`config.mk`:
```
export PLATFORM = sky130hd
export DESIGN_NAME = vow_overlay_switch
export DESIGN_NICKNAME = d
export VERILOG_FILES = /design/src/logic/vow_fifo.v /design/src/logic/vow_overlay_switch.v
export VERILOG_INCLUDE_DIRS = /design/src /design/src/logic
export SDC_FILE = /design/constraint.sdc
export NUM_CORES = 1
export LEC_CHECK = 0
export CORE_AREA = 4 4 372 374
export DETAILED_ROUTE_END_ITERATION = 8
export DIE_AREA = 0 0 376 378
export DONT_BUFFER_PORTS = 1
export MAX_ROUTING_LAYER = met4
export SLEW_MARGIN = 40
export SYNTH_ARGS = -nofsm -noshare
export SYNTH_HDL_FRONTEND = slang
export SYNTH_HIERARCHICAL = 1
export SYNTH_SLANG_ARGS = --single-unit
export TNS_END_PERCENT = 5
```
`constraint.sdc`:
```
create_clock -name clk_in -period 5.36 [get_ports clk_in]
set_input_delay 0.268 -clock clk_in [delete_from_list [all_inputs] [get_ports clk_in]]
set_output_delay 0.268 -clock clk_in [all_outputs]
set_load 0.005 [all_outputs]
```
`src/logic/vow_defines.vh`:
```
`ifndef VOW_DEFINES_VH
`define VOW_DEFINES_VH

// Crtc index and data ports
`define VOW_PORT_INDEX 16'h03D4
`define VOW_PORT_DATA 16'h03D5

// Crtc register indices
`define VOW_IDX_HBLANK_START 8'h02
`define VOW_IDX_HBLANK_END_LOW 8'h03
`define VOW_IDX_HRETRACE_END 8'h05
`define VOW_IDX_VERT_OVERFLOW 8'h07
`define VOW_IDX_MAX_SCANLINE 8'h09
`define VOW_IDX_VBLANK_START 8'h15
`define VOW_IDX_VBLANK_END 8'h16
`define VOW_IDX_OVL_BLANK_EXT 8'h1A
`define VOW_IDX_BLANK_CTRL 8'h1B
`define VOW_IDX_OVL_CTRL 8'h1D
`define VOW_IDX_STATUS 8'h3F

// Field positions
`define VOW_HBE_LOW_MSB 4
`define VOW_HBE_BIT5_POS 7
`define VOW_VBS_BIT8_POS 3
`define VOW_VBS_BIT9_POS 5
`define VOW_SEL_LSB 2
`define VOW_SEL_MSB 3
`define VOW_HBE_HI_LSB 4
`define VOW_HBE_HI_MSB 5
`define VOW_VBE_HI_LSB 6
`define VOW_VBE_HI_MSB 7
`define VOW_WGEN_EN_POS 5
`define VOW_WSRC_POS 6

// Switch select and pixel transfer mode encodings
`define VOW_SEL_OFF 2'h0
`define VOW_SEL_PIN_OR_WIN 2'h1
`define VOW_SEL_KEY_AND 2'h2
`define VOW_XFER_PARALLEL16 3'h3

// Reset values
`define VOW_REG_RESET 8'h00

// Pixel clock limits in MHz
`define VOW_MAX_PCLK_PLAIN_MHZ 50
`define VOW_MAX_PCLK_INTERP_MHZ 80

`endif

```
`src/logic/vow_fifo.v`:
```
`timescale 1ns/1ps
module vow_fifo #(
  parameter WIDTH = 16,
  parameter DEPTH = 32,
  parameter AW = 5
) (
  // Clock and reset
  input wire clk_in,
  input wire reset_n_in,
  // Fill side
  input wire in_valid_in,
  output wire in_ready_out,
  input wire [WIDTH-1:0] in_data_in,
  // Drain side
  output wire out_valid_out,
  input wire out_ready_in,
  output wire [WIDTH-1:0] out_data_out
);
  reg [WIDTH-1:0] mem_q [0:DEPTH-1];
  reg [AW-1:0] wr_ptr_q;
  reg [AW-1:0] rd_ptr_q;
  reg [AW:0] count_q;
  wire push;
  wire pop;

  assign in_ready_out = (count_q != DEPTH[AW:0]);
  assign out_valid_out = (count_q != {(AW+1){1'b0}});
  assign push = in_valid_in & in_ready_out;
  assign pop = out_valid_out & out_ready_in;
  assign out_data_out = mem_q[rd_ptr_q];

  always @(posedge clk_in) begin
    if (push) begin
      mem_q[wr_ptr_q] <= in_data_in;
    end
  end

  always @(posedge clk_in or negedge reset_n_in) begin
    if (!reset_n_in) begin
      wr_ptr_q <= {AW{1'b0}};
      rd_ptr_q <= {AW{1'b0}};
      count_q <= {(AW+1){1'b0}};
    end else begin
      if (push) begin
        wr_ptr_q <= (wr_ptr_q == DEPTH[AW-1:0] - 1'b1) ? {AW{1'b0}} : wr_ptr_q + 1'b1;
      end
      if (pop) begin
        rd_ptr_q <= (rd_ptr_q == DEPTH[AW-1:0] - 1'b1) ? {AW{1'b0}} : rd_ptr_q + 1'b1;
      end
      if (push & ~pop) begin
        count_q <= count_q + 1'b1;
      end else if (pop & ~push) begin
        count_q <= count_q - 1'b1;
      end
    end
  end
endmodule // vow_fifo

```
`src/logic/vow_overlay_switch.v`:
```
`timescale 1ns/1ps
`include "vow_defines.vh"
module vow_overlay_switch #(
  parameter H_TOTAL = 8'd100,
  parameter H_DISP = 8'd80,
  parameter V_TOTAL = 10'd525,
  parameter V_DISP = 10'd480,
  parameter VCO_AUTO_ON_OVERLAY = 1'b0,
  parameter FIFO_DEPTH = 32
) (
  // Clock and reset
  input wire clk_in,
  input wire reset_n_in,
  // Crtc port access
  input wire [15:0] io_addr_in,
  input wire io_wr_in,
  input wire io_rd_in,
  input wire [7:0] io_wdata_in,
  output reg [7:0] io_rdata_out,
  // Loose configuration bits
  input wire pci_host_bus_in,
  input wire expansion_rom_enable_in,
  input wire pixel_bus_ext_enable_in,
  input wire interp_enable_in,
  input wire [2:0] pixel_transfer_mode_in,
  input wire memory_override_in,
  input wire [7:0] color_key_value_in,
  input wire [7:0] color_key_mask_in,
  input wire vco_on_memclk_strap_n_in,
  // Link pins
  input wire dot_clock_in,
  input wire ext_overlay_enable_n_in,
  input wire ext_dot_clock_select_n_in,
  input wire [15:0] pixel_bus_in,
  output reg [7:0] pixel_bus_out,
  output wire pixel_bus_oe_out,
  output reg window_active_n_out,
  output reg dac_blank_n_out,
  output reg memclk_vco_select_out,
  output wire clock_doubling_out,
  // Display memory pixels, same clock
  input wire [15:0] mem_pixel_in,
  // Pixel stream to the dac
  output wire pixel_fifo_ready_out,
  output wire dac_valid_out,
  input wire dac_ready_in,
  output wire [15:0] dac_pixel_out
);
  // Register file
  reg [7:0] index_q;
  reg [7:0] hbs_q;
  reg [7:0] hbe_low_q;
  reg [7:0] hre_q;
  reg [7:0] vovf_q;
  reg [7:0] msl_q;
  reg [7:0] vbs_q;
  reg [7:0] vbe_q;
  reg [7:0] ovl_q;
  reg [7:0] bctl_q;
  reg [7:0] octl_q;

  // Pin synchronisers
  reg [2:0] dot_clock_in_sync_q;
  reg [2:0] evid_sync_q;
  reg evid_q;
  reg [15:0] pbus_s1_q;
  reg [15:0] pbus_s2_q;
  reg [15:0] pbus_s3_q;

  // Timing generator
  reg [1:0] dot_q;
  reg [7:0] hcnt_q;
  reg [9:0] vcnt_q;
  reg hblank_q;
  reg vblank_q;
  reg strap_done_q;
  reg strap_vco_q;

  // Interpolation pipeline
  reg phase_q;
  reg [15:0] samp_a_q;
  reg [15:0] samp_b_q;
  reg sw_b_q;
  reg [15:0] mem_d1_q;
  reg [15:0] mem_d2_q;
  reg sw_d1_q;
  reg sw_d2_q;
  reg [15:0] pix_q;
  reg pix_valid_q;

  wire [1:0] sel;
  wire win_src;
  wire win_gen;
  wire [7:0] hbe_full;
  wire [9:0] vbs_full;
  wire [9:0] vbe_full;
  wire dot_edge;
  wire h_disp;
  wire v_disp;
  wire disp_en;
  wire hb_end_hit;
  wire vb_end_hit;
  wire window_on;
  wire key_match;
  wire ext_active;
  wire interp_on;
  wire [15:0] bus_pix;
  wire [5:0] avg_r;
  wire [6:0] avg_g;
  wire [5:0] avg_b;
  wire [15:0] avg_pix;
  reg switch_on;
  reg [15:0] out_pix;

  assign sel = ovl_q[`VOW_SEL_MSB:`VOW_SEL_LSB];
  assign win_src = octl_q[`VOW_WSRC_POS];
  assign win_gen = bctl_q[`VOW_WGEN_EN_POS];
  assign hbe_full = {ovl_q[`VOW_HBE_HI_MSB:`VOW_HBE_HI_LSB], hre_q[`VOW_HBE_BIT5_POS],
    hbe_low_q[`VOW_HBE_LOW_MSB:0]};
  assign vbs_full = {msl_q[`VOW_VBS_BIT9_POS], vovf_q[`VOW_VBS_BIT8_POS], vbs_q};
  assign vbe_full = {ovl_q[`VOW_VBE_HI_MSB:`VOW_VBE_HI_LSB], vbe_q};

  // Port writes through index and data
  always @(posedge clk_in or negedge reset_n_in) begin
    if (!reset_n_in) begin
      index_q <= `VOW_REG_RESET;
      hbs_q <= `VOW_REG_RESET;
      hbe_low_q <= `VOW_REG_RESET;
      hre_q <= `VOW_REG_RESET;
      vovf_q <= `VOW_REG_RESET;
      msl_q <= `VOW_REG_RESET;
      vbs_q <= `VOW_REG_RESET;
      vbe_q <= `VOW_REG_RESET;
      ovl_q <= `VOW_REG_RESET;
      bctl_q <= `VOW_REG_RESET;
      octl_q <= `VOW_REG_RESET;
    end else if (io_wr_in) begin
      if (io_addr_in == `VOW_PORT_INDEX) begin
        index_q <= io_wdata_in;
      end else if (io_addr_in == `VOW_PORT_DATA) begin
        if (index_q == `VOW_IDX_HBLANK_START) begin
          hbs_q <= io_wdata_in;
        end else if (index_q == `VOW_IDX_HBLANK_END_LOW) begin
          hbe_low_q <= io_wdata_in;
        end else if (index_q == `VOW_IDX_HRETRACE_END) begin
          hre_q <= io_wdata_in;
        end else if (index_q == `VOW_IDX_VERT_OVERFLOW) begin
          vovf_q <= io_wdata_in;
        end else if (index_q == `VOW_IDX_MAX_SCANLINE) begin
          msl_q <= io_wdata_in;
        end else if (index_q == `VOW_IDX_VBLANK_START) begin
          vbs_q <= io_wdata_in;
        end else if (index_q == `VOW_IDX_VBLANK_END) begin
          vbe_q <= io_wdata_in;
        end else if (index_q == `VOW_IDX_OVL_BLANK_EXT) begin
          ovl_q <= io_wdata_in;
        end else if (index_q == `VOW_IDX_BLANK_CTRL) begin
          bctl_q <= io_wdata_in;
        end else if (index_q == `VOW_IDX_OVL_CTRL) begin
          octl_q <= io_wdata_in;
        end
      end
    end
  end

  // Registered read data, unmapped reads return zero
  always @(posedge clk_in or negedge reset_n_in) begin
    if (!reset_n_in) begin
      io_rdata_out <= 8'h00;
    end else if (io_rd_in) begin
      if (io_addr_in == `VOW_PORT_INDEX) begin
        io_rdata_out <= index_q;
      end else if (io_addr_in == `VOW_PORT_DATA) begin
        if (index_q == `VOW_IDX_HBLANK_START) begin
          io_rdata_out <= hbs_q;
        end else if (index_q == `VOW_IDX_HBLANK_END_LOW) begin
          io_rdata_out <= hbe_low_q;
        end else if (index_q == `VOW_IDX_HRETRACE_END) begin
          io_rdata_out <= hre_q;
        end else if (index_q == `VOW_IDX_VERT_OVERFLOW) begin
          io_rdata_out <= vovf_q;
        end else if (index_q == `VOW_IDX_MAX_SCANLINE) begin
          io_rdata_out <= msl_q;
        end else if (index_q == `VOW_IDX_VBLANK_START) begin
          io_rdata_out <= vbs_q;
        end else if (index_q == `VOW_IDX_VBLANK_END) begin
          io_rdata_out <= vbe_q;
        end else if (index_q == `VOW_IDX_OVL_BLANK_EXT) begin
          io_rdata_out <= ovl_q;
        end else if (index_q == `VOW_IDX_BLANK_CTRL) begin
          io_rdata_out <= bctl_q;
        end else if (index_q == `VOW_IDX_OVL_CTRL) begin
          io_rdata_out <= octl_q;
        end else if (index_q == `VOW_IDX_STATUS) begin
          io_rdata_out <= {4'h0, strap_vco_q, disp_en, vblank_q, hblank_q};
        end else begin
          io_rdata_out <= 8'h00;
        end
      end else begin
        io_rdata_out <= 8'h00;
      end
    end
  end

  // Three-stage pin capture; a dot clock or overlay enable change counts when stages two and three agree
  always @(posedge clk_in or negedge reset_n_in) begin
    if (!reset_n_in) begin
      dot_clock_in_sync_q <= 3'h0;
      evid_sync_q <= 3'h7;
      evid_q <= 1'b1;
      pbus_s1_q <= 16'h0000;
      pbus_s2_q <= 16'h0000;
      pbus_s3_q <= 16'h0000;
      dot_q <= 2'h0;
    end else begin
      dot_clock_in_sync_q <= {dot_clock_in_sync_q[1:0], dot_clock_in};
      evid_sync_q <= {evid_sync_q[1:0], ext_overlay_enable_n_in};
      if (evid_sync_q[1] == evid_sync_q[2]) begin
        evid_q <= evid_sync_q[2];
      end
      pbus_s1_q <= pixel_bus_in;
      pbus_s2_q <= pbus_s1_q;
      pbus_s3_q <= pbus_s2_q;
      if (dot_clock_in_sync_q[1] == dot_clock_in_sync_q[2]) begin
        dot_q <= {dot_q[0], dot_clock_in_sync_q[2]};
      end
    end
  end

  // Rising edge of the filtered dot clock is the pixel enable
  assign dot_edge = dot_q[0] & ~dot_q[1];

  // Character and line counters; hcnt steps once per eight pixels
  reg [2:0] pix_in_char_q;
  always @(posedge clk_in or negedge reset_n_in) begin
    if (!reset_n_in) begin
      pix_in_char_q <= 3'h0;
      hcnt_q <= 8'h00;
      vcnt_q <= 10'h000;
    end else if (dot_edge) begin
      pix_in_char_q <= pix_in_char_q + 3'h1;
      if (pix_in_char_q == 3'h7) begin
        if (hcnt_q == H_TOTAL - 8'd1) begin
          hcnt_q <= 8'h00;
          vcnt_q <= (vcnt_q == V_TOTAL - 10'd1) ? 10'h000 : vcnt_q + 10'd1;
        end else begin
          hcnt_q <= hcnt_q + 8'd1;
        end
      end
    end
  end

  assign h_disp = (hcnt_q < H_DISP);
  assign v_disp = (vcnt_q < V_DISP);
  assign disp_en = h_disp & v_disp;
  // Window mode compares all end bits, normal mode only the low ones
  assign hb_end_hit = win_gen ? (hcnt_q == hbe_full) : (hcnt_q[5:0] == hbe_full[5:0]);
  assign vb_end_hit = win_gen ? (vcnt_q == vbe_full) : (vcnt_q[7:0] == vbe_full[7:0]);

  // Set/clear flags: one start and one end each, so one rectangle only;
  // the end is seen a count after the start, so the second position cannot bound
  always @(posedge clk_in or negedge reset_n_in) begin
    if (!reset_n_in) begin
      hblank_q <= 1'b0;
      vblank_q <= 1'b0;
    end else if (dot_edge && pix_in_char_q == 3'h7) begin
      if (hcnt_q == hbs_q) begin
        hblank_q <= 1'b1;
      end else if (hblank_q && hb_end_hit) begin
        hblank_q <= 1'b0;
      end
      if (hcnt_q == H_TOTAL - 8'd1) begin
        if (vcnt_q == vbs_full) begin
          vblank_q <= 1'b1;
        end else if (vblank_q && vb_end_hit) begin
          vblank_q <= 1'b0;
        end
      end
    end
  end

  assign window_on = win_gen & hblank_q & vblank_q;

  always @(posedge clk_in or negedge reset_n_in) begin
    if (!reset_n_in) begin
      window_active_n_out <= 1'b1;
      dac_blank_n_out <= 1'b0;
    end else begin
      window_active_n_out <= ~window_on;
      dac_blank_n_out <= win_gen ? disp_en : ~(hblank_q | vblank_q);
    end
  end

  // Strap caught once after reset release
  always @(posedge clk_in or negedge reset_n_in) begin
    if (!reset_n_in) begin
      strap_done_q <= 1'b0;
      strap_vco_q <= 1'b0;
      memclk_vco_select_out <= 1'b0;
    end else begin
      if (!strap_done_q) begin
        strap_done_q <= 1'b1;
        strap_vco_q <= ~vco_on_memclk_strap_n_in;
      end
      memclk_vco_select_out <= strap_vco_q | (VCO_AUTO_ON_OVERLAY & (sel != `VOW_SEL_OFF));
    end
  end

  // Switch source selection
  assign key_match = (((mem_pixel_in[7:0] ^ color_key_value_in) & ~color_key_mask_in) == 8'h00);
  always @* begin
    switch_on = 1'b0;
    case (sel)
      `VOW_SEL_PIN_OR_WIN: switch_on = win_src ? window_on : ~evid_q;
      `VOW_SEL_KEY_AND: switch_on = key_match & (win_src ? window_on : ~evid_q);
      default: switch_on = 1'b0;
    endcase
  end

  assign pixel_bus_oe_out = (sel == `VOW_SEL_OFF);
  assign ext_active = pci_host_bus_in & ~expansion_rom_enable_in & pixel_bus_ext_enable_in;
  // Rated to 80 MHz pixel clock only; not checked here
  assign interp_on = ext_active & interp_enable_in;
  assign clock_doubling_out = interp_on & (pixel_transfer_mode_in == `VOW_XFER_PARALLEL16);
  assign bus_pix = ext_active ? pbus_s3_q : {8'h00, pbus_s3_q[7:0]};

  // Channel-wise average of two rgb565 samples
  assign avg_r = {1'b0, samp_a_q[15:11]} + {1'b0, samp_b_q[15:11]};
  assign avg_g = {1'b0, samp_a_q[10:5]} + {1'b0, samp_b_q[10:5]};
  assign avg_b = {1'b0, samp_a_q[4:0]} + {1'b0, samp_b_q[4:0]};
  assign avg_pix = {avg_r[5:1], avg_g[6:1], avg_b[5:1]};

  // Interpolation delays the stream two pixels to see the following sample
  always @* begin
    out_pix = mem_pixel_in;
    if (interp_on) begin
      if (sw_d2_q && !memory_override_in) begin
        out_pix = phase_q ? (sw_b_q ? avg_pix : samp_a_q) : samp_b_q;
      end else begin
        out_pix = mem_d2_q;
      end
    end else if (switch_on && !memory_override_in) begin
      out_pix = bus_pix;
    end
  end

  always @(posedge clk_in or negedge reset_n_in) begin
    if (!reset_n_in) begin
      phase_q <= 1'b0;
      samp_a_q <= 16'h0000;
      samp_b_q <= 16'h0000;
      sw_b_q <= 1'b0;
      mem_d1_q <= 16'h0000;
      mem_d2_q <= 16'h0000;
      sw_d1_q <= 1'b0;
      sw_d2_q <= 1'b0;
      pix_q <= 16'h0000;
      pix_valid_q <= 1'b0;
      pixel_bus_out <= 8'h00;
    end else begin
      pix_valid_q <= dot_edge;
      if (dot_edge) begin
        phase_q <= (pix_in_char_q == 3'h7 && hcnt_q == H_TOTAL - 8'd1) ? 1'b0 : ~phase_q;
        if (!phase_q) begin
          samp_a_q <= samp_b_q;
          samp_b_q <= bus_pix;
          sw_b_q <= switch_on;
        end
        mem_d1_q <= mem_pixel_in;
        mem_d2_q <= mem_d1_q;
        sw_d1_q <= switch_on;
        sw_d2_q <= sw_d1_q;
        pix_q <= out_pix;
        pixel_bus_out <= mem_pixel_in[7:0];
      end
    end
  end

  vow_fifo #(
    .WIDTH(16),
    .DEPTH(FIFO_DEPTH),
    .AW(5)
  ) u_fifo (
    .clk_in(clk_in),
    .reset_n_in(reset_n_in),
    .in_valid_in(pix_valid_q),
    .in_ready_out(pixel_fifo_ready_out),
    .in_data_in(pix_q),
    .out_valid_out(dac_valid_out),
    .out_ready_in(dac_ready_in),
    .out_data_out(dac_pixel_out)
  );
endmodule // vow_overlay_switch

```
# Word-level counts from Yosys, hierarchy flattened
# Memory sizes are Yosys's and may differ from the RTL's.
# Cells that the tools add are included.
[op_classes]
eq_ne = 30
bitwise_logic = 36
addsub = 10
mux = 37
order_cmp = 2
n_mul = 0
n_shift = 0
div_mod_pow = 0
reduce_logical = 29
[op_table]
columns = ["cell", "n"]
rows = [
  ["$mux 8", 13],
  ["$mux 16", 6],
  ["$eq 8x5->1 const B", 5],
  ["$eq 16x10->1 const B", 2],
  ["$eq 8x8->1", 3],
  ["$eq 10x10->1", 2],
  ["$not 1->1", 19],
  ["$eq 8x2->1 const B", 2],
  ["$eq 8x3->1 const B", 2],
  ["$and 1x1->1", 13],
  ["$reduce_and 13->1", 1],
  ["$add 5x5->6", 2],
  ["$mux 6", 2],
  ["$reduce_and 12->1", 1],
  ["$mux 1", 11],
  ["$reduce_and 11->1", 1],
  ["$add 10x1->10 const B", 1],
  ["$add 5x1->5 const B", 2],
  ["$eq 10x10->1 const B", 1],
  ["$eq 5x5->1 const B", 2],
  ["$lt 10x9->1 const B", 1],
  ["$mux 10", 1],
  ["$mux 5", 2],
  ["$reduce_and 10->1", 1],
  ["36 further kinds", 48],
]
[word_totals]
mem_bits_ro = 0
latchBits = 0
reg_bits = 290
n_memories = 1
ram_bits = 512
word_cells = 188
[mem_list]
columns = ["memory", "depth", "width", "rd", "rd_ports_with_merged_regs", "wr", "line", "rtl"]
rows = [
  ["u_fifo.mem_q", 32, 16, 1, 0, 1, "vow_fifo.v:19", "reg [WIDTH-1:0] mem_q [0:DEPTH-1];"],
]

# Logic depth before layout (Yosys ltp)
# Gate-level depths: netlist (run 1).
[depth]
depth_word = 15
ltp_mapped = 10
depth_no_buf = 10

# Modules after synthesis
# The synthesis (run 1) kept the hierarchy.
[modules_own_cells]
columns = ["module", "cells_per_inst", "instances", "area_each_um2"]
rows = [
  ["vow_fifo", 1069, 1, 20686.1],
  ["vow_overlay_switch", 1245, 1, 12848.6],
]

# Worst setup path after synthesis (run 1)
# Ideal clock, no wire load.
[synth_path]
path_kind = "reg-to-reg"
from = "register u_fifo.count_q[1]"
to = "register u_fifo.count_q[5]"
path_slack_ns = 2.657
arrival_ns = 2.581
required_ns = 5.238
synth_period_minus_slack_ns = 2.703
path_stages_with_launch = 9
cell_sequence = "dfrtp_1 > or4_4 > o31ai_4 > ha_1 > inv_1 > ha_1 > or4_1 > a21oi_1 > nor3_1"
[synth_between]
elab_chain_cells = 5
[synth_lines]
columns = ["element", "line", "rtl"]
rows = [
  ["start: declaration", "vow_fifo.v:22", "reg [AW:0] count_q;"],
  ["start signal: assignment", "vow_fifo.v:42", "count_q <= {(AW+1){1'b0}};"],
  ["start signal: assignment", "vow_fifo.v:51", "count_q <= count_q + 1'b1;"],
  ["start signal: assignment", "vow_fifo.v:53", "count_q <= count_q - 1'b1;"],
  ["branches (longest 5 deep; another with $sub 6x1->6)", "-", ""],
]
# Several ways; the timed one is not identified. The select of a mux whose other input is x is not followed.
# A chain may end at the register's enable or synchronous reset.

# Final worst setup path (run 1)
[layout_path]
from = "register u_fifo.rd_ptr_q[0]"
to = "output port dac_pixel_out[11]"
[layout_between]
elab_chain_cells = 1
[layout_lines]
columns = ["element", "line", "rtl"]
rows = [
  ["start: declaration", "vow_fifo.v:21", "reg [AW-1:0] rd_ptr_q;"],
  ["start signal: assignment", "vow_fifo.v:41", "rd_ptr_q <= {AW{1'b0}};"],
  ["start signal: assignment", "vow_fifo.v:48", "rd_ptr_q <= (rd_ptr_q == DEPTH[AW-1:0] - 1'b1) ? {AW{1'b0}} : rd_ptr_q + 1'b1;"],
  ["$mem_v2 32x16", "-", ""],
  ["end: declaration", "vow_overlay_switch.v:47", "output wire [15:0] dac_pixel_out"],
]
# Every way passes these cells.

==> impl_metrics.yaml, run 1 <==
cts:
  cts_hold_buf: 48
  postCtsSetupBuffers: 0
  cts_tree: "done"
  ctsHtreeMaxLevel: 3
  cts.sinks: 794
  cts_buffers: 84
  insertion_delay_ns: 0.66
  clk_pin_slew_ns: 0.06
  clock_path_buffers: 3
  cts_root_buffer: "clkbuf_16"
  post_cts_resized: 0
yosys:
  synth_edf_count: 512
  avgSynthCellArea_um2: 14.5
  synth_fp_nets: 2441
  yosys_warnings: 6
  synth-seq-cells: 794
  ys_types: 89
  syn_area_um2: 33500
  async_reset_ff_share_pct: 35.5
  synth_cells: 2314
  synth-main-ff-cell: "edfxtp_1"
  yosysSeqAreaShare_pct: 66.9
cells_and_area:
  multiInputGateArea_um2: 10400
  drive_above_1_share_pct: 17.7
  nets: 2491
  regArea_um2: 22500
  fill_cells: 13400
  areaGrowthSynthToFinish_pct: 16.6
sta:
  hold_slack_ns: -0.696
  clock_skew_ns: 0.0734
  finalMaxSlewViolations: 0
  finalCritPeriodShare_pct: 70.5
  final_hold_viol_count: 282
  rsz0062_at_grt: "false"
  tns_ns: 0
  slew_headroom_pct: 41.5
  fmax_mhz: 265
  fin_crit_ns: 3.78
  setup_violations: 0
  worst_pin_slew_ns: 0.876
power:
  switchingPower_mw: 5.59
  pwr-share-seq_pct: 45.0
  power_frac_clock_pct: 33.7
  ir_worst_vdd_uv: 284
  p_comb_share_pct: 21.3
  total_leakage_power_nw: 14.3
  power_per_cell_area_nw_per_um2: 462
  p_int_mw: 12.5
  p_sw_share_pct: 30.9
grt:
  grt_pass1_wl_mm: 127
  grt_pass1_vias: 19300
  grt_max_degree: 283
  gr-usage-all-layers_pct: 12.1
  antenna_found_initial: 8
  overflow: 0
detailed_routing:
  drt_iter0_drc: 1658
  vias: 19500
  dr.pass1.iters: 5
  vias_per_cell: 4.62
  ant_nets: 0
  drcViolationCount: 0
  wire_per_inst_um: 20.1
  wl_mm: 84.9
flow_run:
  maxCapViolations: 0
worst_hold_path:
  hold_path.class: "input pin to asynchronous set/reset pin"
worst_setup_path:
  cp-start-kind: "register"
  worstPathArrival_ns: 3.51
  cp-end-kind: "primary output"
  critPathMaxStageDelay_ns: 0.85
  path_class: "register to primary output"
  crit_path_top_delay_cell: "dfrtp_4"
  required_ns: 5.09
  critical_path.max_fanout: 41
  crit_chain: "buf_4 > mux4_2 > a22oi_1 > nand4_1"
  path_buf_inv: 1
  cp_top_family: "flip-flops"
outcome:
  outcome: "complete, but fails checks"
  failed_checks: "hold timing"
floorplanning:
  initial_core_util_pct: 24.8
  die_w_um: 376
  dieArea_um2: 142000
  fp.dieH_um: 378
  ioPinCount: 128
  core_um2: 135000
  fp-row-count: 135
placement:
  place_congestion: 0.907
  io_buffers: 0
  dp_hpwl_mm: 54.4
-- through the flow --
step	instance area, um2	utilization [%]	power, mW	instances	worst slack (ns)
after detailed placement	35600	26.4	12.1	4011	2.20
final	39100	29.0	18.1	4216	1.58
after CTS	39100	29.0	18.3	4215	1.49
after global routing	39100	29.0	18.9	4216	1.30
after floorplan	33500	-	10.7	2314	2.66
after global placement	35600	26.4	12.0	4011	2.21
-- power by group through the flow --
stage          logic, mW  registers, mW  clock network (mW)
6_report            3.84           8.12                6.09
5_1_grt             4.19           8.24                6.52
4_1_cts             3.90           8.14                6.24
2_1_floorplan       2.88           7.83                   0
3_3_place_gp        3.78           8.22                   0
3_5_place_dp        3.83           8.26                   0
-- registers in the layout, summed over array words and instances (netlist names), 7 cells and up --
signal         cells
vovf_q             8
hcnt_q             8
samp_a_q          16
msl_q              8
samp_b_q          16
hbs_q              8
octl_q             8
vbs_q              8
vcnt_q            10
mem_d1_q           9
pix_q             16
mem_d2_q          16
u_fifo/mem_q     512
bctl_q             8
pbus_s2_q         16
hre_q              8
pbus_s1_q         16
hbe_low_q          8
pbus_s3_q         16
index_q            8
ovl_q              8
vbe_q              8
pixel_bus_out      7
io_rdata_out       8
-- cell usage in the layout, fill, tap and decap left out, types with 64 or more instances in the layout --
cell type / netlist / final
a22oi_1: 102 / 101
clkbuf_16: 0 / 84
dfrtp_1: 277 / 262
edfxtp_1: 512 / 512
mux2_2: 98 / 98
mux2i_1: 141 / 141
mux4_2: 64 / 64
nand2_1: 257 / 256
nor2_1: 96 / 92
o21ai_0: 77 / 77
-- metal layers --
layer,share of wire [%],track usage [%],vias up
li1,-,-,8847
met1,44,15.7,9923
met2,46,18.7,580
met3,7.5,3.10,136
met4,2.6,3.40,0
met5,0,-,-
-- worst paths after layout --
check,depth (start not counted),slack (ns),endpoint,start
worst min register to register,0,0.30,pbus_s3_q[9],pbus_s2_q[9]
worst min-delay path,0,-0.70,io_rdata_out[4],reset_n_in
min in group clk_in,3,0.01,pix_q[15],memory_override_in
max in group asynchronous,0,5.35,samp_b_q[15],reset_n_in
worst max register to register,7,1.93,io_rdata_out[4],index_q[7]
worst max-delay path,4,1.58,dac_pixel_out[11],u_fifo/rd_ptr_q[0]
-- synth_stat cells, drive strengths merged, types with 5 or more instances --
| cell type | count | area share [%] |
|---|---|---|
| a211oi | 8 | 0.18 |
| nand2 | 260 | 2.9 |
| nor3 | 31 | 0.59 |
| nor2b | 27 | 0.50 |
| a31oi | 18 | 0.34 |
| mux4 | 64 | 4.3 |
| o221ai | 8 | 0.21 |
| inv | 32 | 0.36 |
| nand3b | 7 | 0.16 |
| edfxtp | 512 | 46 |
| and3 | 16 | 0.30 |
| a21oi | 40 | 0.60 |
| nand3 | 58 | 0.92 |
| a221oi | 5 | 0.13 |
| buf | 55 | 0.92 |
| o22ai | 9 | 0.17 |
| nor2 | 97 | 1.1 |
| dfstp | 5 | 0.39 |
| or3 | 6 | 0.11 |
| o31ai | 11 | 0.33 |
| xor2 | 29 | 0.76 |
| a22oi | 102 | 2.3 |
| and2 | 7 | 0.13 |
| o21ai | 78 | 1.2 |
| nor4 | 12 | 0.38 |
| nand4 | 29 | 0.54 |
| o211ai | 10 | 0.22 |
| nor3b | 7 | 0.17 |
| mux2 | 98 | 3.3 |
| mux2i | 141 | 4.2 |
| clkbuf | 87 | 1.0 |
| a21o | 6 | 0.16 |
| nand2b | 16 | 0.30 |
| o32a | 5 | 0.15 |
| dfrtp | 277 | 21 |
| ha | 34 | 1.3 |
| xnor2 | 35 | 0.91 |
| a221o | 5 | 0.15 |
| a22o | 9 | 0.24 |
-- cell families after synthesis --
kind of cell / count (synthesis) / synth area share [%]
multiplexers: 303 / 11.8
buffers and inverters: 174 / 2.27
AO/OA/AOI/OAI: 345 / 7.12
other: 1 / 0.0112
XOR/XNOR: 64 / 1.67
AND/OR/NAND/NOR: 593 / 8.65
adder cells (fa/ha/maj): 40 / 1.57
flip-flops: 794 / 66.9
-- worst reg2reg max path: cells and delay by family (launching register included) --
| family | cells | cell delay [ns] |
|---|---|---|
| AO/OA/AOI/OAI | 3 | 0.69 |
| flip-flops | 1 | 0.47 |
| AND/OR/NAND/NOR | 3 | 1.62 |
| buffers and inverters | 1 | 0.59 |
-- area by class of cell --
class,instances,area share (%)
flip-flops and latches,794,57.5
clock buffers,91,5.50
repair buffers,106,2.38
well taps,1781,5.70
diodes,1,0.00640
clock inverters,65,2.04
multi-input cells,1346,26.6
inverters,32,0.307
Note: power is estimated with default switching activity, not from simulation.
==> run 2, diff against run 1 <==
- clock period: 5.36 -> 3.84 ns (I/O delays scaled with it)
==> impl_metrics.yaml, run 2 (synthesized netlist as in run 1, its figures left out) <==
sta:
  tns_ns: 0
  fin_crit_ns: 3.29
  slew_headroom_pct: 33.2
  setup_violations: 0
  finalCritPeriodShare_pct: 85.8
  final_hold_viol_count: 282
  clock_skew_ns: 0.0373
  hold_slack_ns: -0.772
  fmax_mhz: 304
  rsz0062_at_grt: "false"
  fin_ws_ns: 0.546
  worst_pin_slew_ns: 1.00
  finalMaxSlewViolations: 0
cts:
  post_cts_resized: 0
  cts_buffers: 83
  cts_root_buffer: "clkbuf_16"
  insertion_delay_ns: 0.67
  clock_path_buffers: 3
  cts_tree: "done"
  cts.sinks: 794
  clk_pin_slew_ns: 0.06
  cts_hold_buf: 50
  postCtsSetupBuffers: 0
  ctsHtreeMaxLevel: 3
placement:
  pre_cts_ws_ns: 0.797
  place_congestion: 0.879
  io_buffers: 0
  dp_hpwl_mm: 56.1
grt:
  antenna_found_initial: 8
  grt_pass1_wl_mm: 130
  overflow: 0
  grt_max_degree: 283
  grt_pass1_vias: 19500
  gr-usage-all-layers_pct: 12.5
worst_setup_path:
  required_ns: 3.65
  r2r_start: "index_q[1]"
  path_class: "register to primary output"
  cp-start-kind: "register"
  endpoint: "dac_pixel_out[5]"
  worstPathArrival_ns: 3.10
  cp-end-kind: "primary output"
  critical_path.max_fanout: 32
  rr_worst_depth: 7
  r2r-end: "io_rdata_out[4]"
  rrSetupSlack_ns: 0.63
  crit_start: "u_fifo/rd_ptr_q[0]"
detailed_routing:
  wl_mm: 87.0
  drcViolationCount: 0
  wire_per_inst_um: 20.6
  ant_nets: 0
  drt_iter0_drc: 2023
  vias_per_cell: 4.64
  dr.pass1.iters: 6
  vias: 19600
power:
  power_per_cell_area_nw_per_um2: 645
  total_leakage_power_nw: 14.4
  power_mw: 25.2
  ir_worst_vdd_uv: 465
cells_and_area:
  regMostFlops: "u_fifo/mem_q"
  nets: 2501
  layout_commonest_cell: "edfxtp_1"
  layout_common_cells: "edfxtp_1 (512), dfrtp_1 (262), nand2_1 (257)"
  drive_above_1_share_pct: 17.6
  areaGrowthSynthToFinish_pct: 16.6
  largest_register_ffs: 512
floorplanning:
  core_um2: 135000
  die_w_um: 376
  dieArea_um2: 142000
  fp-row-count: 135
  initial_core_util_pct: 24.8
  fp.dieH_um: 378
  ioPinCount: 128
outcome:
  outcome: "complete, but fails checks"
  failed_checks: "hold timing"
worst_hold_path:
  hold_path.class: "input pin to asynchronous set/reset pin"
flow_run:
  maxCapViolations: 0
## run 2: power breakdown
| part | internal, mW | total (mW) | leakage [nW] | switching [mW] |
|---|---|---|---|---|
| combinational | 2.20 | 5.49 | 4.75 | 3.29 |
| clock | 4.88 | 8.35 | 1.39 | 3.47 |
| sequential | 10.2 | 11.4 | 8.22 | 1.11 |
## run 2: how the worst min path moves through the flow
stage,from,endpoint,slack [ns],cells after the start
CTS,reset_n_in,index_q[1],-0.82,0
global route,reset_n_in,index_q[0],-0.83,0
floorplan,reset_n_in,bctl_q[0],-0.10,0
finish,reset_n_in,io_rdata_out[5],-0.77,0
global placement,reset_n_in,index_q[1],-0.09,0
detailed placement,reset_n_in,index_q[5],-0.09,0
## run 2: layer usage
layer	up-vias	wire length [um]	GRT usage [%]
met1	9986	38000	16.5
met2	613	40200	19.1
met5	-	0	-
met3	130	6360	3.10
li1	8874	-	-
met4	0	2390	3.53
## run 2: worst max-delay path, cell delays in order (launching register included)
cell and delay [ns]:
dfrtp_4 0.74, buf_12 0.34, mux4_2 0.54, a22oi_1 0.51, nand4_1 0.27
## run 2: layout make-up
cell class | count | area (um2)
clock buffer | 103 | 2210
antenna | 3 | 7.51
sequential | 794 | 22500
multi-input combinational | 1346 | 10400
fill | 13400 | 95900
tap | 1781 | 2230
clock inverter | 51 | 622
timing repair buffer | 117 | 1050
inverter | 32 | 120
## run 2: metrics by stage
| step | instances | instance area [um2] | util (%) |
|---|---|---|---|
| 6_report | 4227 | 39100 | 29.0 |
| 5_1_grt | 4226 | 39100 | 29.0 |
| 4_1_cts | 4224 | 39100 | 29.0 |
| 3_5_place_dp | 4020 | 35700 | 26.5 |
| 3_3_place_gp | 4019 | 35700 | 26.4 |
| 2_1_floorplan | 2314 | 33500 | - |
==> run 3, diff against run 2 <==
- RECOVER_POWER: default -> 100
==> impl_metrics.yaml, run 3 (synthesized netlist as in run 1, its figures left out) <==
placement:
  place_area_um2: 35700
  numPlacedInstances: 4020
  pre_cts_ws_ns: 0.797
  place_congestion: 0.879
  dp_hpwl_mm: 56.1
  io_buffers: 0
cts:
  cts_hold_buf: 50
  ctsHtreeMaxLevel: 3
  insertion_delay_ns: 0.67
  cts_buffers: 83
  clock_path_buffers: 3
  post_cts_resized: 0
  clk_pin_slew_ns: 0.06
  cts_root_buffer: "clkbuf_16"
  cts_tree: "done"
  cts.sinks: 794
  postCtsSetupBuffers: 0
grt:
  grt_pass1_wl_mm: 130
  antenna_found_initial: 8
  gr-usage-all-layers_pct: 12.5
  grt_pass1_vias: 19500
  grt_max_degree: 283
  overflow: 0
worst_setup_path:
  critical_path.max_fanout: 9
  cp-start-kind: "input pin"
  crit_path_top_delay_cell: "nor4_1"
  required_ns: 4.39
  worstPathArrival_ns: 3.92
  crit_start: "io_addr_in[10]"
  r2r_start: "dot_q[0]"
  path_class: "input pin to register"
  rrSetupSlack_ns: 0.51
  r2r-end: "pix_q[4]"
  critPathMaxStageDelay_ns: 1.17
  crit_chain: "or4_1 > nor4_1 > nand3_4 > a21o_2 > nor3_1 > mux2_2"
  cp-end-kind: "register"
  rr_worst_depth: 5
power:
  switchingPower_mw: 7.85
  p_int_mw: 17.3
  ir_worst_vdd_uv: 467
  pwr-share-seq_pct: 45.2
  total_leakage_power_nw: 14.2
  power_per_cell_area_nw_per_um2: 648
  p_comb_share_pct: 21.7
  p_sw_share_pct: 31.2
  power_frac_clock_pct: 33.2
  power_mw: 25.2
sta:
  worst_pin_slew_ns: 2.40
  fmax_mhz: 296
  tns_ns: 0
  clock_skew_ns: 0.0375
  slew_headroom_pct: -60.1
  rsz0062_at_grt: "false"
  finalCritPeriodShare_pct: 87.9
  finalMaxSlewViolations: 177
  fin_ws_ns: 0.464
  fin_crit_ns: 3.38
  final_hold_viol_count: 282
  setup_violations: 0
  hold_slack_ns: -0.774
outcome:
  outcome: "complete, but fails checks"
  failed_checks: "hold timing, capacitance limit, slew limit"
cells_and_area:
  areaGrowthSynthToFinish_pct: 15.8
  drive_above_1_share_pct: 14.7
  multiInputGateArea_um2: 10300
  regMostFlops: "u_fifo/mem_q"
  fill_cells: 13400
  layout_common_cells: "edfxtp_1 (512), dfrtp_1 (275), nand2_1 (260)"
  final_core_util_pct: 28.8
  regArea_um2: 22400
  instances_no_fill: 4227
  nets: 2501
  layout_commonest_cell: "edfxtp_1"
  largest_register_ffs: 512
  final_area_um2: 38800
floorplanning:
  die_w_um: 376
  ioPinCount: 128
  fp.dieH_um: 378
  core_um2: 135000
  initial_core_util_pct: 24.8
  dieArea_um2: 142000
  fp-row-count: 135
detailed_routing:
  vias: 19700
  wire_per_inst_um: 20.6
  ant_nets: 0
  dr.pass1.iters: 5
  wl_mm: 87.0
  drt_iter0_drc: 2054
  drcViolationCount: 0
  vias_per_cell: 4.66
flow_run:
  maxCapViolations: 6
worst_hold_path:
  hold_path.class: "input pin to asynchronous set/reset pin"
-- run 3: changes by cell type in the layout (fill, tap and decap cells not counted), moves of 3 or more --
| cell | change |
|---|---|
| dfrtp_2 | -13 |
| nor3_2 | -7 |
| nor3_1 | +8 |
| clkbuf_2 | +5 |
| clkbuf_1 | +35 |
| nor4_4 | -3 |
| buf_4 | -40 |
| dfrtp_1 | +13 |
| nand2_2 | -3 |
| nand2_1 | +3 |
-- run 3: area by class of cell --
class / instances / share of cell area (%)
Sequential cell: 794 / 57.8
Tap cell: 1781 / 5.74
Antenna cell: 3 / 0.0193
Timing Repair Buffer: 117 / 2.34
Clock buffer: 103 / 5.70
Clock inverter: 51 / 1.60
Inverter: 32 / 0.309
Multi-Input combinational cell: 1346 / 26.5
-- run 3: power by group through the flow --
stage / clock network (mW) / registers [mW] / logic (mW)
2_1_floorplan: 0 / 10.9 / 4.02
3_5_place_dp: 0 / 11.5 / 5.46
4_1_cts: 8.54 / 11.4 / 5.56
5_1_grt: 8.93 / 11.5 / 5.95
3_3_place_gp: 0 / 11.5 / 5.39
6_report: 8.34 / 11.4 / 5.46
-- run 3: how the worst max path moves through the flow --
stage | slack (ns) | cells past startpoint | endpoint
after global routing | 0.17 | 9 | pix_q[7]
after global placement | 0.47 | 7 | pix_q[11]
after floorplan | 1.14 | 8 | u_fifo/count_q[5]
after detailed placement | 0.80 | 10 | u_fifo/count_q[4]
final | 0.46 | 6 | octl_q[0]
after CTS | 0.49 | 4 | dac_pixel_out[4]
-- run 3: worst max-delay path: cells and delay by family --
kind,cells,cell delay (ns)
compound gates,1,0.31
simple gates,4,2.99
mux,1,0.43
-- run 3: per-layer routing --
layer	track usage [%]	routed length, um	up-vias
met5	-	0	-
met4	3.53	2560	0
met3	3.10	6510	148
met2	19.1	40200	648
met1	16.5	37800	10000
li1	-	-	8869
